File: src/kms_pkg.sv
// Summary of operation
// - timing derives from one master oscillator clock
// - 14-bit shift ring decodes phases, read strobe
// - 4-bit counter on phase two decodes clocks
// - scan_hold low lets step clock advance counter
// - counter visits all 128 matrix positions
// - end of 128-position cycle sets key_found_n high
// - closure found: key_found_n low next step
// - host takes position as key code minus one
// - code valid 76.8 us unless hold raised
// - interrupt when key_found_n goes low
// - modifier keys raise no key interrupt
// - modifier status on lines apart from code
// - upper case modifier triggers display view state
// - terminal keys report ascii style codes
// - pad, editing and function keys codes
package kms_pkg;

  // ----------------------------------------------------------------
  // system timing
  // ----------------------------------------------------------------
  localparam int MASTER_OSC_HZ = 12500000;
  localparam int MASTER_CYCLE_NS = 80;
  localparam int SYS_CLK_PERIOD_NS = 100;
  localparam int RING_W = 14;
  localparam logic [13:0] RING_RST = 14'h0001;
  localparam int PH1_FIRST = 0;
  localparam int PH1_LAST = 5;
  localparam int PH2_FIRST = 7;
  localparam int PH2_LAST = 12;
  localparam int RDE_FIRST = 9;
  localparam int RDE_LAST = 12;
  localparam int REF_W = 4;
  localparam logic [3:0] REF_RST = 4'h0;
  localparam logic [3:0] REF_LAST = 4'hf;
  localparam int GUARD_BIT = 3;
  localparam int TAPE_BIT = 2;

  // ----------------------------------------------------------------
  // keyboard scan
  // ----------------------------------------------------------------
  localparam int POS_W = 7;
  localparam int POSITIONS = 128;
  localparam logic [6:0] POS_RST = 7'h00;
  localparam logic [6:0] POS_LAST = 7'h7f;
  localparam logic [6:0] POS_ONE = 7'h01;
  localparam int KEY_VALID_NS = 76800;
  localparam int KEY_VALID_CYC = KEY_VALID_NS / SYS_CLK_PERIOD_NS;
  localparam int WIN_W = 10;
  localparam logic [9:0] WIN_LAST = 10'(KEY_VALID_CYC - 1);
  localparam logic [9:0] WIN_RST = 10'h000;

  // codes as wired: matrix position is code minus one
  localparam logic [6:0] CODE_A = 7'h41;
  localparam logic [6:0] CODE_Z = 7'h5a;
  localparam logic [6:0] CODE_DIGIT0 = 7'h30;
  localparam logic [6:0] CODE_DIGIT9 = 7'h39;
  localparam logic [6:0] CODE_BACKSPACE = 7'h08;
  localparam logic [6:0] CODE_LINE_FEED = 7'h0a;
  localparam logic [6:0] CODE_RETURN = 7'h0d;
  localparam logic [6:0] CODE_ESCAPE = 7'h1b;
  localparam logic [6:0] CODE_PAD0 = 7'h20;
  localparam logic [6:0] CODE_PAD9 = 7'h29;
  localparam logic [6:0] CODE_EDIT_FIRST = 7'h70;
  localparam logic [6:0] CODE_EDIT_LAST = 7'h74;
  localparam logic [6:0] CODE_FUNC1 = 7'h60;
  localparam logic [6:0] CODE_FUNC10 = 7'h69;

  typedef enum logic [1:0] {
    KMS_SCAN,
    KMS_FOUND,
    KMS_REPORT,
    KMS_FROZEN
  } kms_state_t;

  // ----------------------------------------------------------------
  // host controller registers (avalon byte addresses)
  // ----------------------------------------------------------------
  localparam int AV_AW = 5;
  localparam logic [4:0] REG_CTRL = 5'h00;
  localparam logic [4:0] REG_STATUS = 5'h04;
  localparam logic [4:0] REG_IRQ_STAT = 5'h08;
  localparam logic [4:0] REG_IRQ_CLR = 5'h0c;
  localparam logic [4:0] REG_IRQ_EN = 5'h10;
  localparam int CTRL_RUN_BIT = 0;
  localparam int CTRL_RELEASE_BIT = 1;
  localparam int ST_POS_LSB = 0;
  localparam int ST_VALID_BIT = 7;
  localparam int ST_UPPER_BIT = 8;
  localparam int ST_CONTROL_BIT = 9;
  localparam int ST_HOLD_BIT = 10;
  localparam int IRQ_W = 2;
  localparam int IRQ_KEY_BIT = 0;
  localparam int IRQ_VIEW_BIT = 1;
  localparam logic [31:0] READ_ZERO = 32'h0000_0000;

endpackage

File: src/kms_link_if.sv
`timescale 1ns/1ps
`default_nettype none
interface kms_link_if;
  logic scan_hold;
  logic key_found_n;
  logic key_irq;
  logic [6:0] key_code_lines;
  logic upper_case_modifier_n;
  logic control_modifier_n;

  modport dev (
    input scan_hold,
    output key_found_n,
    output key_irq,
    output key_code_lines,
    output upper_case_modifier_n,
    output control_modifier_n
  );

  modport host (
    output scan_hold,
    input key_found_n,
    input key_irq,
    input key_code_lines,
    input upper_case_modifier_n,
    input control_modifier_n
  );
endinterface
`default_nettype wire

File: src/kms_scanner.sv
`timescale 1ns/1ps
`default_nettype none
module kms_scanner (
  // clock and reset
  input wire logic i_sys_clk,
  input wire logic i_rst_n,
  // keyboard pins
  input wire logic [127:0] i_key_matrix,
  input wire logic i_upper_case_n,
  input wire logic i_control_n,
  // timing chain and view trigger outputs
  output logic o_clock_phase_one,
  output logic o_clock_phase_two,
  output logic o_read_strobe,
  output logic [3:0] o_refresh_clocks,
  output logic o_phosphor_guard_clock,
  output logic o_tape_source_clock,
  output logic o_refresh_scan_clock,
  output logic o_view_trigger,
  // link to host
  kms_link_if.dev lnk
);

  // ----------------------------------------------------------------
  // state
  // ----------------------------------------------------------------
  typedef struct packed {
    logic [13:0] ring;
    logic ph1;
    logic ph2;
    logic read_strobe;
    logic [3:0] ref_cnt;
    logic [3:0] refclk;
    logic guard;
    logic tape;
    logic rscan;
    logic [127:0] mat_s1;
    logic [127:0] mat_s2;
    logic [1:0] upper_s;
    logic [1:0] ctrl_s;
    logic upper_prev;
    logic view;
    kms_pkg::kms_state_t st;
    logic [6:0] pos;
    logic [6:0] code;
    logic found_n;
    logic irq;
    logic [9:0] win;
  } kms_dev_t;

  kms_dev_t cur_ff;
  kms_dev_t nxt_ff;
  logic step;
  logic closed;

  // ----------------------------------------------------------------
  // next state
  // ----------------------------------------------------------------
  always_comb begin
    nxt_ff = cur_ff;
    // the system clock stands in for the master oscillator
    // one-hot ring, phases decoded from its next value
    nxt_ff.ring = {cur_ff.ring[12:0], cur_ff.ring[13]};
    nxt_ff.ph1 = |nxt_ff.ring[kms_pkg::PH1_LAST:kms_pkg::PH1_FIRST];
    nxt_ff.ph2 = |nxt_ff.ring[kms_pkg::PH2_LAST:kms_pkg::PH2_FIRST];
    nxt_ff.read_strobe = |nxt_ff.ring[kms_pkg::RDE_LAST:kms_pkg::RDE_FIRST];
    // refresh counter advances on each phase two start
    if (nxt_ff.ring[kms_pkg::PH2_FIRST]) begin
      nxt_ff.ref_cnt = cur_ff.ref_cnt + 4'h1;
    end
    nxt_ff.refclk = 4'h0;
    nxt_ff.refclk[nxt_ff.ref_cnt[1:0]] = nxt_ff.ph2;
    nxt_ff.guard = nxt_ff.ref_cnt[kms_pkg::GUARD_BIT];
    nxt_ff.tape = nxt_ff.ref_cnt[kms_pkg::TAPE_BIT];
    // scan clock pulses once per counter wrap
    nxt_ff.rscan = nxt_ff.ring[kms_pkg::PH2_FIRST] &&
                   (cur_ff.ref_cnt == kms_pkg::REF_LAST);

    // pins pass two flops before use
    nxt_ff.mat_s1 = i_key_matrix;
    nxt_ff.mat_s2 = cur_ff.mat_s1;
    nxt_ff.upper_s = {cur_ff.upper_s[0], i_upper_case_n};
    nxt_ff.ctrl_s = {cur_ff.ctrl_s[0], i_control_n};
    nxt_ff.upper_prev = cur_ff.upper_s[1];
    // assertion edge of upper case wakes the display
    nxt_ff.view = cur_ff.upper_prev && !cur_ff.upper_s[1];

    nxt_ff.irq = 1'b0;
    case (cur_ff.st)
      kms_pkg::KMS_SCAN: begin
        // steps only count while scan_hold is low
        if (step && !lnk.scan_hold) begin
          if (closed) begin
            // counter stops, key_found_n held high for now
            nxt_ff.found_n = 1'b1;
            nxt_ff.st = kms_pkg::KMS_FOUND;
          end else begin
            // walk every matrix position in turn
            nxt_ff.pos = cur_ff.pos + kms_pkg::POS_ONE;
            nxt_ff.code = cur_ff.pos + 7'h2;
            // end of cycle sets key_found_n high
            if (cur_ff.pos == kms_pkg::POS_LAST) begin
              nxt_ff.found_n = 1'b1;
            end
          end
        end
      end
      kms_pkg::KMS_FOUND: begin
        // next step drops key_found_n, code readable
        if (step) begin
          nxt_ff.found_n = 1'b0;
          nxt_ff.irq = 1'b1;
          nxt_ff.win = kms_pkg::WIN_RST;
          nxt_ff.st = kms_pkg::KMS_REPORT;
        end
      end
      kms_pkg::KMS_REPORT: begin
        // hold inside the window keeps the code
        if (lnk.scan_hold) begin
          nxt_ff.st = kms_pkg::KMS_FROZEN;
        end else if (cur_ff.win == kms_pkg::WIN_LAST) begin
          nxt_ff.pos = cur_ff.pos + kms_pkg::POS_ONE;
          nxt_ff.code = cur_ff.pos + 7'h2;
          nxt_ff.st = kms_pkg::KMS_SCAN;
        end else begin
          nxt_ff.win = cur_ff.win + 10'h001;
        end
      end
      kms_pkg::KMS_FROZEN: begin
        if (!lnk.scan_hold) begin
          nxt_ff.pos = cur_ff.pos + kms_pkg::POS_ONE;
          nxt_ff.code = cur_ff.pos + 7'h2;
          nxt_ff.st = kms_pkg::KMS_SCAN;
        end
      end
      default: begin
        nxt_ff.st = kms_pkg::KMS_SCAN;
      end
    endcase
  end

  // modifiers sit outside the matrix, never stop a scan
  assign closed = cur_ff.mat_s2[cur_ff.pos];
  assign step = cur_ff.rscan;

  // ----------------------------------------------------------------
  // registers
  // ----------------------------------------------------------------
  always_ff @(posedge i_sys_clk) begin
    if (!i_rst_n) begin
      cur_ff <= '0;
      cur_ff.ring <= kms_pkg::RING_RST;
      cur_ff.ref_cnt <= kms_pkg::REF_RST;
      cur_ff.upper_s <= 2'h3;
      cur_ff.ctrl_s <= 2'h3;
      cur_ff.upper_prev <= 1'b1;
      cur_ff.st <= kms_pkg::KMS_SCAN;
      cur_ff.pos <= kms_pkg::POS_RST;
      cur_ff.code <= kms_pkg::POS_ONE;
      cur_ff.found_n <= 1'b1;
      cur_ff.win <= kms_pkg::WIN_RST;
    end else begin
      cur_ff <= nxt_ff;
    end
  end

  // ----------------------------------------------------------------
  // outputs
  // ----------------------------------------------------------------
  assign o_clock_phase_one = cur_ff.ph1;
  assign o_clock_phase_two = cur_ff.ph2;
  assign o_read_strobe = cur_ff.read_strobe;
  assign o_refresh_clocks = cur_ff.refclk;
  assign o_phosphor_guard_clock = cur_ff.guard;
  assign o_tape_source_clock = cur_ff.tape;
  assign o_refresh_scan_clock = cur_ff.rscan;
  assign o_view_trigger = cur_ff.view;
  assign lnk.key_found_n = cur_ff.found_n;
  assign lnk.key_irq = cur_ff.irq;
  // code is position plus one, wiring sets key values
  // pad, editing, function codes by wiring
  assign lnk.key_code_lines = cur_ff.code;
  // modifier levels on their own lines
  assign lnk.upper_case_modifier_n = cur_ff.upper_s[1];
  assign lnk.control_modifier_n = cur_ff.ctrl_s[1];

endmodule
`default_nettype wire

File: src/flat_wrapper.sv
// flat-port wrapper written by rule: the top's interface ports become plain ports
module kms_scanner_flat 
  (i_sys_clk, i_rst_n, i_key_matrix, i_upper_case_n, i_control_n, o_clock_phase_one, o_clock_phase_two, o_read_strobe, o_refresh_clocks, o_phosphor_guard_clock, o_tape_source_clock, o_refresh_scan_clock, o_view_trigger, lnk_scan_hold, lnk_key_found_n, lnk_key_irq, lnk_key_code_lines, lnk_upper_case_modifier_n, lnk_control_modifier_n);
  kms_link_if lnk_i ();
  input wire logic i_sys_clk;
  input wire logic i_rst_n;
  input wire logic [127:0] i_key_matrix;
  input wire logic i_upper_case_n;
  input wire logic i_control_n;
  output logic o_clock_phase_one;
  output logic o_clock_phase_two;
  output logic o_read_strobe;
  output logic [3:0] o_refresh_clocks;
  output logic o_phosphor_guard_clock;
  output logic o_tape_source_clock;
  output logic o_refresh_scan_clock;
  output logic o_view_trigger;
  input wire logic [$bits(lnk_i.scan_hold)-1:0] lnk_scan_hold;
  output wire logic [$bits(lnk_i.key_found_n)-1:0] lnk_key_found_n;
  output wire logic [$bits(lnk_i.key_irq)-1:0] lnk_key_irq;
  output wire logic [$bits(lnk_i.key_code_lines)-1:0] lnk_key_code_lines;
  output wire logic [$bits(lnk_i.upper_case_modifier_n)-1:0] lnk_upper_case_modifier_n;
  output wire logic [$bits(lnk_i.control_modifier_n)-1:0] lnk_control_modifier_n;
  assign lnk_i.scan_hold = lnk_scan_hold;
  assign lnk_key_found_n = lnk_i.key_found_n;
  assign lnk_key_irq = lnk_i.key_irq;
  assign lnk_key_code_lines = lnk_i.key_code_lines;
  assign lnk_upper_case_modifier_n = lnk_i.upper_case_modifier_n;
  assign lnk_control_modifier_n = lnk_i.control_modifier_n;
  kms_scanner u_core (.i_sys_clk(i_sys_clk), .i_rst_n(i_rst_n), .i_key_matrix(i_key_matrix), .i_upper_case_n(i_upper_case_n), .i_control_n(i_control_n), .o_clock_phase_one(o_clock_phase_one), .o_clock_phase_two(o_clock_phase_two), .o_read_strobe(o_read_strobe), .o_refresh_clocks(o_refresh_clocks), .o_phosphor_guard_clock(o_phosphor_guard_clock), .o_tape_source_clock(o_tape_source_clock), .o_refresh_scan_clock(o_refresh_scan_clock), .o_view_trigger(o_view_trigger), .lnk(lnk_i));
endmodule
File: config.mk
export PLATFORM = sky130hd
export DESIGN_NAME = kms_scanner_flat
export DESIGN_NICKNAME = d
export VERILOG_FILES = /design/src/kms_pkg.sv /design/src/kms_link_if.sv /design/src/kms_scanner.sv /design/src/flat_wrapper.sv
export SDC_FILE = /design/constraint.sdc
export NUM_CORES = 1
export LEC_CHECK = 0
export BUFFER_PORTS_ARGS = -buffer_cell sky130_fd_sc_hd__buf_2
export CORE_ASPECT_RATIO = 1.5
export CORE_MARGIN = 2
export CORE_UTILIZATION = 45
export CTS_BUF_LIST = sky130_fd_sc_hd__clkbuf_4
export DETAILED_ROUTE_END_ITERATION = 8
export PLACE_DENSITY = 0.65
export SKIP_LAST_GASP = 1
export SYNTH_ARGS = -nofsm -noshare
export SYNTH_HDL_FRONTEND = slang
export SYNTH_SLANG_ARGS = --single-unit
File: constraint.sdc
create_clock -name i_sys_clk -period 2.9 [get_ports i_sys_clk]
set_input_delay 0.145 -clock i_sys_clk [delete_from_list [all_inputs] [get_ports i_sys_clk]]
set_output_delay 0.145 -clock i_sys_clk [all_outputs]
set_load 0.05 [all_outputs]
==> results.json <==
{
  "hold_path_class": "in -> reg",
  "finalPower_mw": 8.230,
  "cts.sinks": 316,
  "ys_seq_area_share_pct": 60.72,
  "maxSlewViolCount": 0,
  "drv_cap": 0,
  "powerDensity_mw_per_mm2": 592.9,
  "synth-edff-count": 0,
  "end_kind": "flop",
  "finalSetupTns_ps": 0,
  "num_vias": 7150,
  "max-vdd-ir-drop_v": 0.0004303,
  "layout_common_cells": "314 x dfxtp_1, 271 x and2_1, 169 x dlygate4sd3_1",
  "cp_data_arrival_time_ps": 3120,
  "die_x_um": 128.2,
  "path_class": "reg -> reg",
  "rows": 68,
  "drtAntennaViolNets": 0,
  "io_buffer_count": 154,
  "crit_slowest_cell": "mux4_1",
  "synthArstFlopShare_pct": 0,
  "drc": 0,
  "power_leakage_nw": 5.951,
  "crit_required_ps": 3370,
  "drt-initial-drc-count": 229,
  "clock_latency_ps": 630,
  "worst-path-buf-inv": 2,
  "ctsHtreeMaxLevel": 3,
  "grt_max_degree": 134,
  "path_cells": "buf_4, mux4_1, a22o_1, a211oi_1, a211o_1, a32oi_2, o22ai_4, buf_12, mux2i_1, nor2_1",
  "core_area_mm2": 0.02289,
  "nets": 1373,
  "die_area_mm2": 0.02441,
  "post_cts_buffers": 0,
  "rsz0062_at_grt": "false",
  "post-route-util_pct": 60.65,
  "relSlewSlack_pct": 36.35,
  "fmax_mhz": 377.1,
  "ctsRootBufferMaster": "clkbuf_4",
  "syn2layout_area_growth_pct": 33.23,
  "synth-seq-cells": 316,
  "final_common_cell": "dfxtp_1",
  "cts_tree": "done",
  "viasPerCell": 4.604,
  "initial_core_util_pct": 45.52,
  "clk_pin_slew_ps": 60,
  "path_max_fanout": 12,
  "fin_hold_ws_ps": 237.4,
  "hold_viol": 0,
  "fillers": 1802,
  "cts_buffer_depth": 3,
  "dieHeight_um": 190.4,
  "synth.distinct_cells": 56,
  "ioPinCount": 155,
  "synth_nets": 1019,
  "drive_above_1_share_pct": 24.92,
  "synth.cell_area_mm2": 0.01042,
  "grt_usage_pct": 18.58,
  "critPathTopFamily": "compound AO/OA/AOI/OAI gates",
  "grt_pass1_wl_um": 35600,
  "worstMarginPinSlew_ps": 953.7,
  "grt_overflow": 0,
  "grt_pass1_vias": 7482,
  "finalCritPeriodShare_pct": 91.43,
  "syn_avg_cell_area_um2": 11.81,
  "fin_crit_ps": 2651,
  "start_kind": "flop",
  "numCtsBuffers": 74,
  "status": "completed",
  "synth_ff_type": "dfxtp_1",
  "yosysWarnings": 0,
  "dr.pass1.iters": 5,
  "dpl.hpwl_um": 13380,
  "wire_per_inst_um": 14.23,
  "fin_skew_ps": 31.69,
  "setup_viol": 0,
  "crit_path_max_incr_delay_ps": 540,
  "antenna_found_initial": 1,
  "drt-total-wl_um": 22110,
  "syn_inst": 882,
  "gp_congestion": 0.8005
}
==> logic make-up after synthesis <==
kind of cell / synth area share [%]
multiplexers: 7.926
buffers and inverters: 3.843
adder cells (fa/ha/maj): 0.4804
AND/OR/NAND/NOR: 21.48
XOR/XNOR: 1.345
AO/OA/AOI/OAI: 4.203
flip-flops: 60.72
==> final cells by class <==
cell class | count | area (um2) | share of cell area [%]
inverter | 13 | 48.80 | 0.3515
multi-input combinational | 492 | 3692 | 26.60
timing repair buffer | 339 | 2635 | 18.98
clock inverter | 13 | 75.07 | 0.5408
antenna | 1 | 2.502 | 0.01803
tap | 280 | 350.3 | 2.524
clock buffer | 99 | 743.2 | 5.354
sequential | 316 | 6334 | 45.63
==> Yosys cell counts (9+ instances only) <==
library cell	count	area (um2)
nor2_1	34	127.6
inv_1	10	37.54
nand2_1	15	56.30
clkbuf_1	37	138.9
nand3_1	10	50.05
mux2i_1	15	150.1
nand2b_1	9	56.30
and2_1	271	1695
xor2_1	10	87.58
mux4_2	17	382.9
mux4_1	9	236.5
buf_4	16	120.1
dfxtp_1	316	6326
==> per-stage QoR <==
| stage | area, um2 | cells | setup slack (ps) |
|---|---|---|---|
| floorplan | 10420 | 882 | 492.7 |
| global placement | 11330 | 1270 | 195.8 |
| detailed placement | 11330 | 1270 | 153.2 |
| CTS | 13840 | 1551 | 141.2 |
| global route | 13880 | 1553 | 23.85 |
| finish | 13880 | 1553 | 248.5 |
==> power breakdown <==
group / total [mW] / leakage, nW / switching [mW] / internal (mW)
clock network: 3.17 / 0.494 / 1.53 / 1.65
registers: 4.56 / 2.61 / 0.0479 / 4.51
logic: 0.496 / 2.85 / 0.174 / 0.322
==> final timing paths <==
path,startpoint,end,slack [ps],cells past startpoint
setup / recovery,u_core.cur_ff[19],u_core.lnk.key_code_lines[2],250,10
hold / removal,i_key_matrix[73],u_core.cur_ff[235],240,3
setup reg to reg,u_core.cur_ff[19],u_core.lnk.key_code_lines[2],250,10
hold reg to reg,u_core.cur_ff[29],u_core.o_view_trigger,410,2
==> what timing repair did <==
action,CTS,global route
hold buffers,169,0
endpoints found under the hold margin,160,0
setup endpoints to repair,0,13
resized for setup,0,3
==> routing by layer <==
metal | share of wire (%) | track usage, % | vias up
li1 | - | - | 3608
met1 | 39 | 19.19 | 3322
met2 | 55 | 35.07 | 178
met3 | 3.6 | 4.658 | 42
met4 | 2.6 | 7.819 | 0
met5 | 0 | 0 | -
==> state kept, by name (all words and copies together) (netlist names) <==
register	count
u_core.cur_ff	296
u_core.lnk.key_code_lines	7
u_core.o_refresh_clocks	4
u_core.lnk.control_modifier_n	1
u_core.lnk.key_found_n	1
u_core.lnk.key_irq	1
u_core.lnk.upper_case_modifier_n	1
u_core.o_clock_phase_one	1
u_core.o_clock_phase_two	1
u_core.o_read_strobe	1
u_core.o_refresh_scan_clock	1
u_core.o_view_trigger	1
==> worst min-delay path, cell delays in order <==
cell and delay [ps]:
dlygate4sd3_1 510, buf_2 90, and2_1 100
Power figures use the tool's default switching activity.
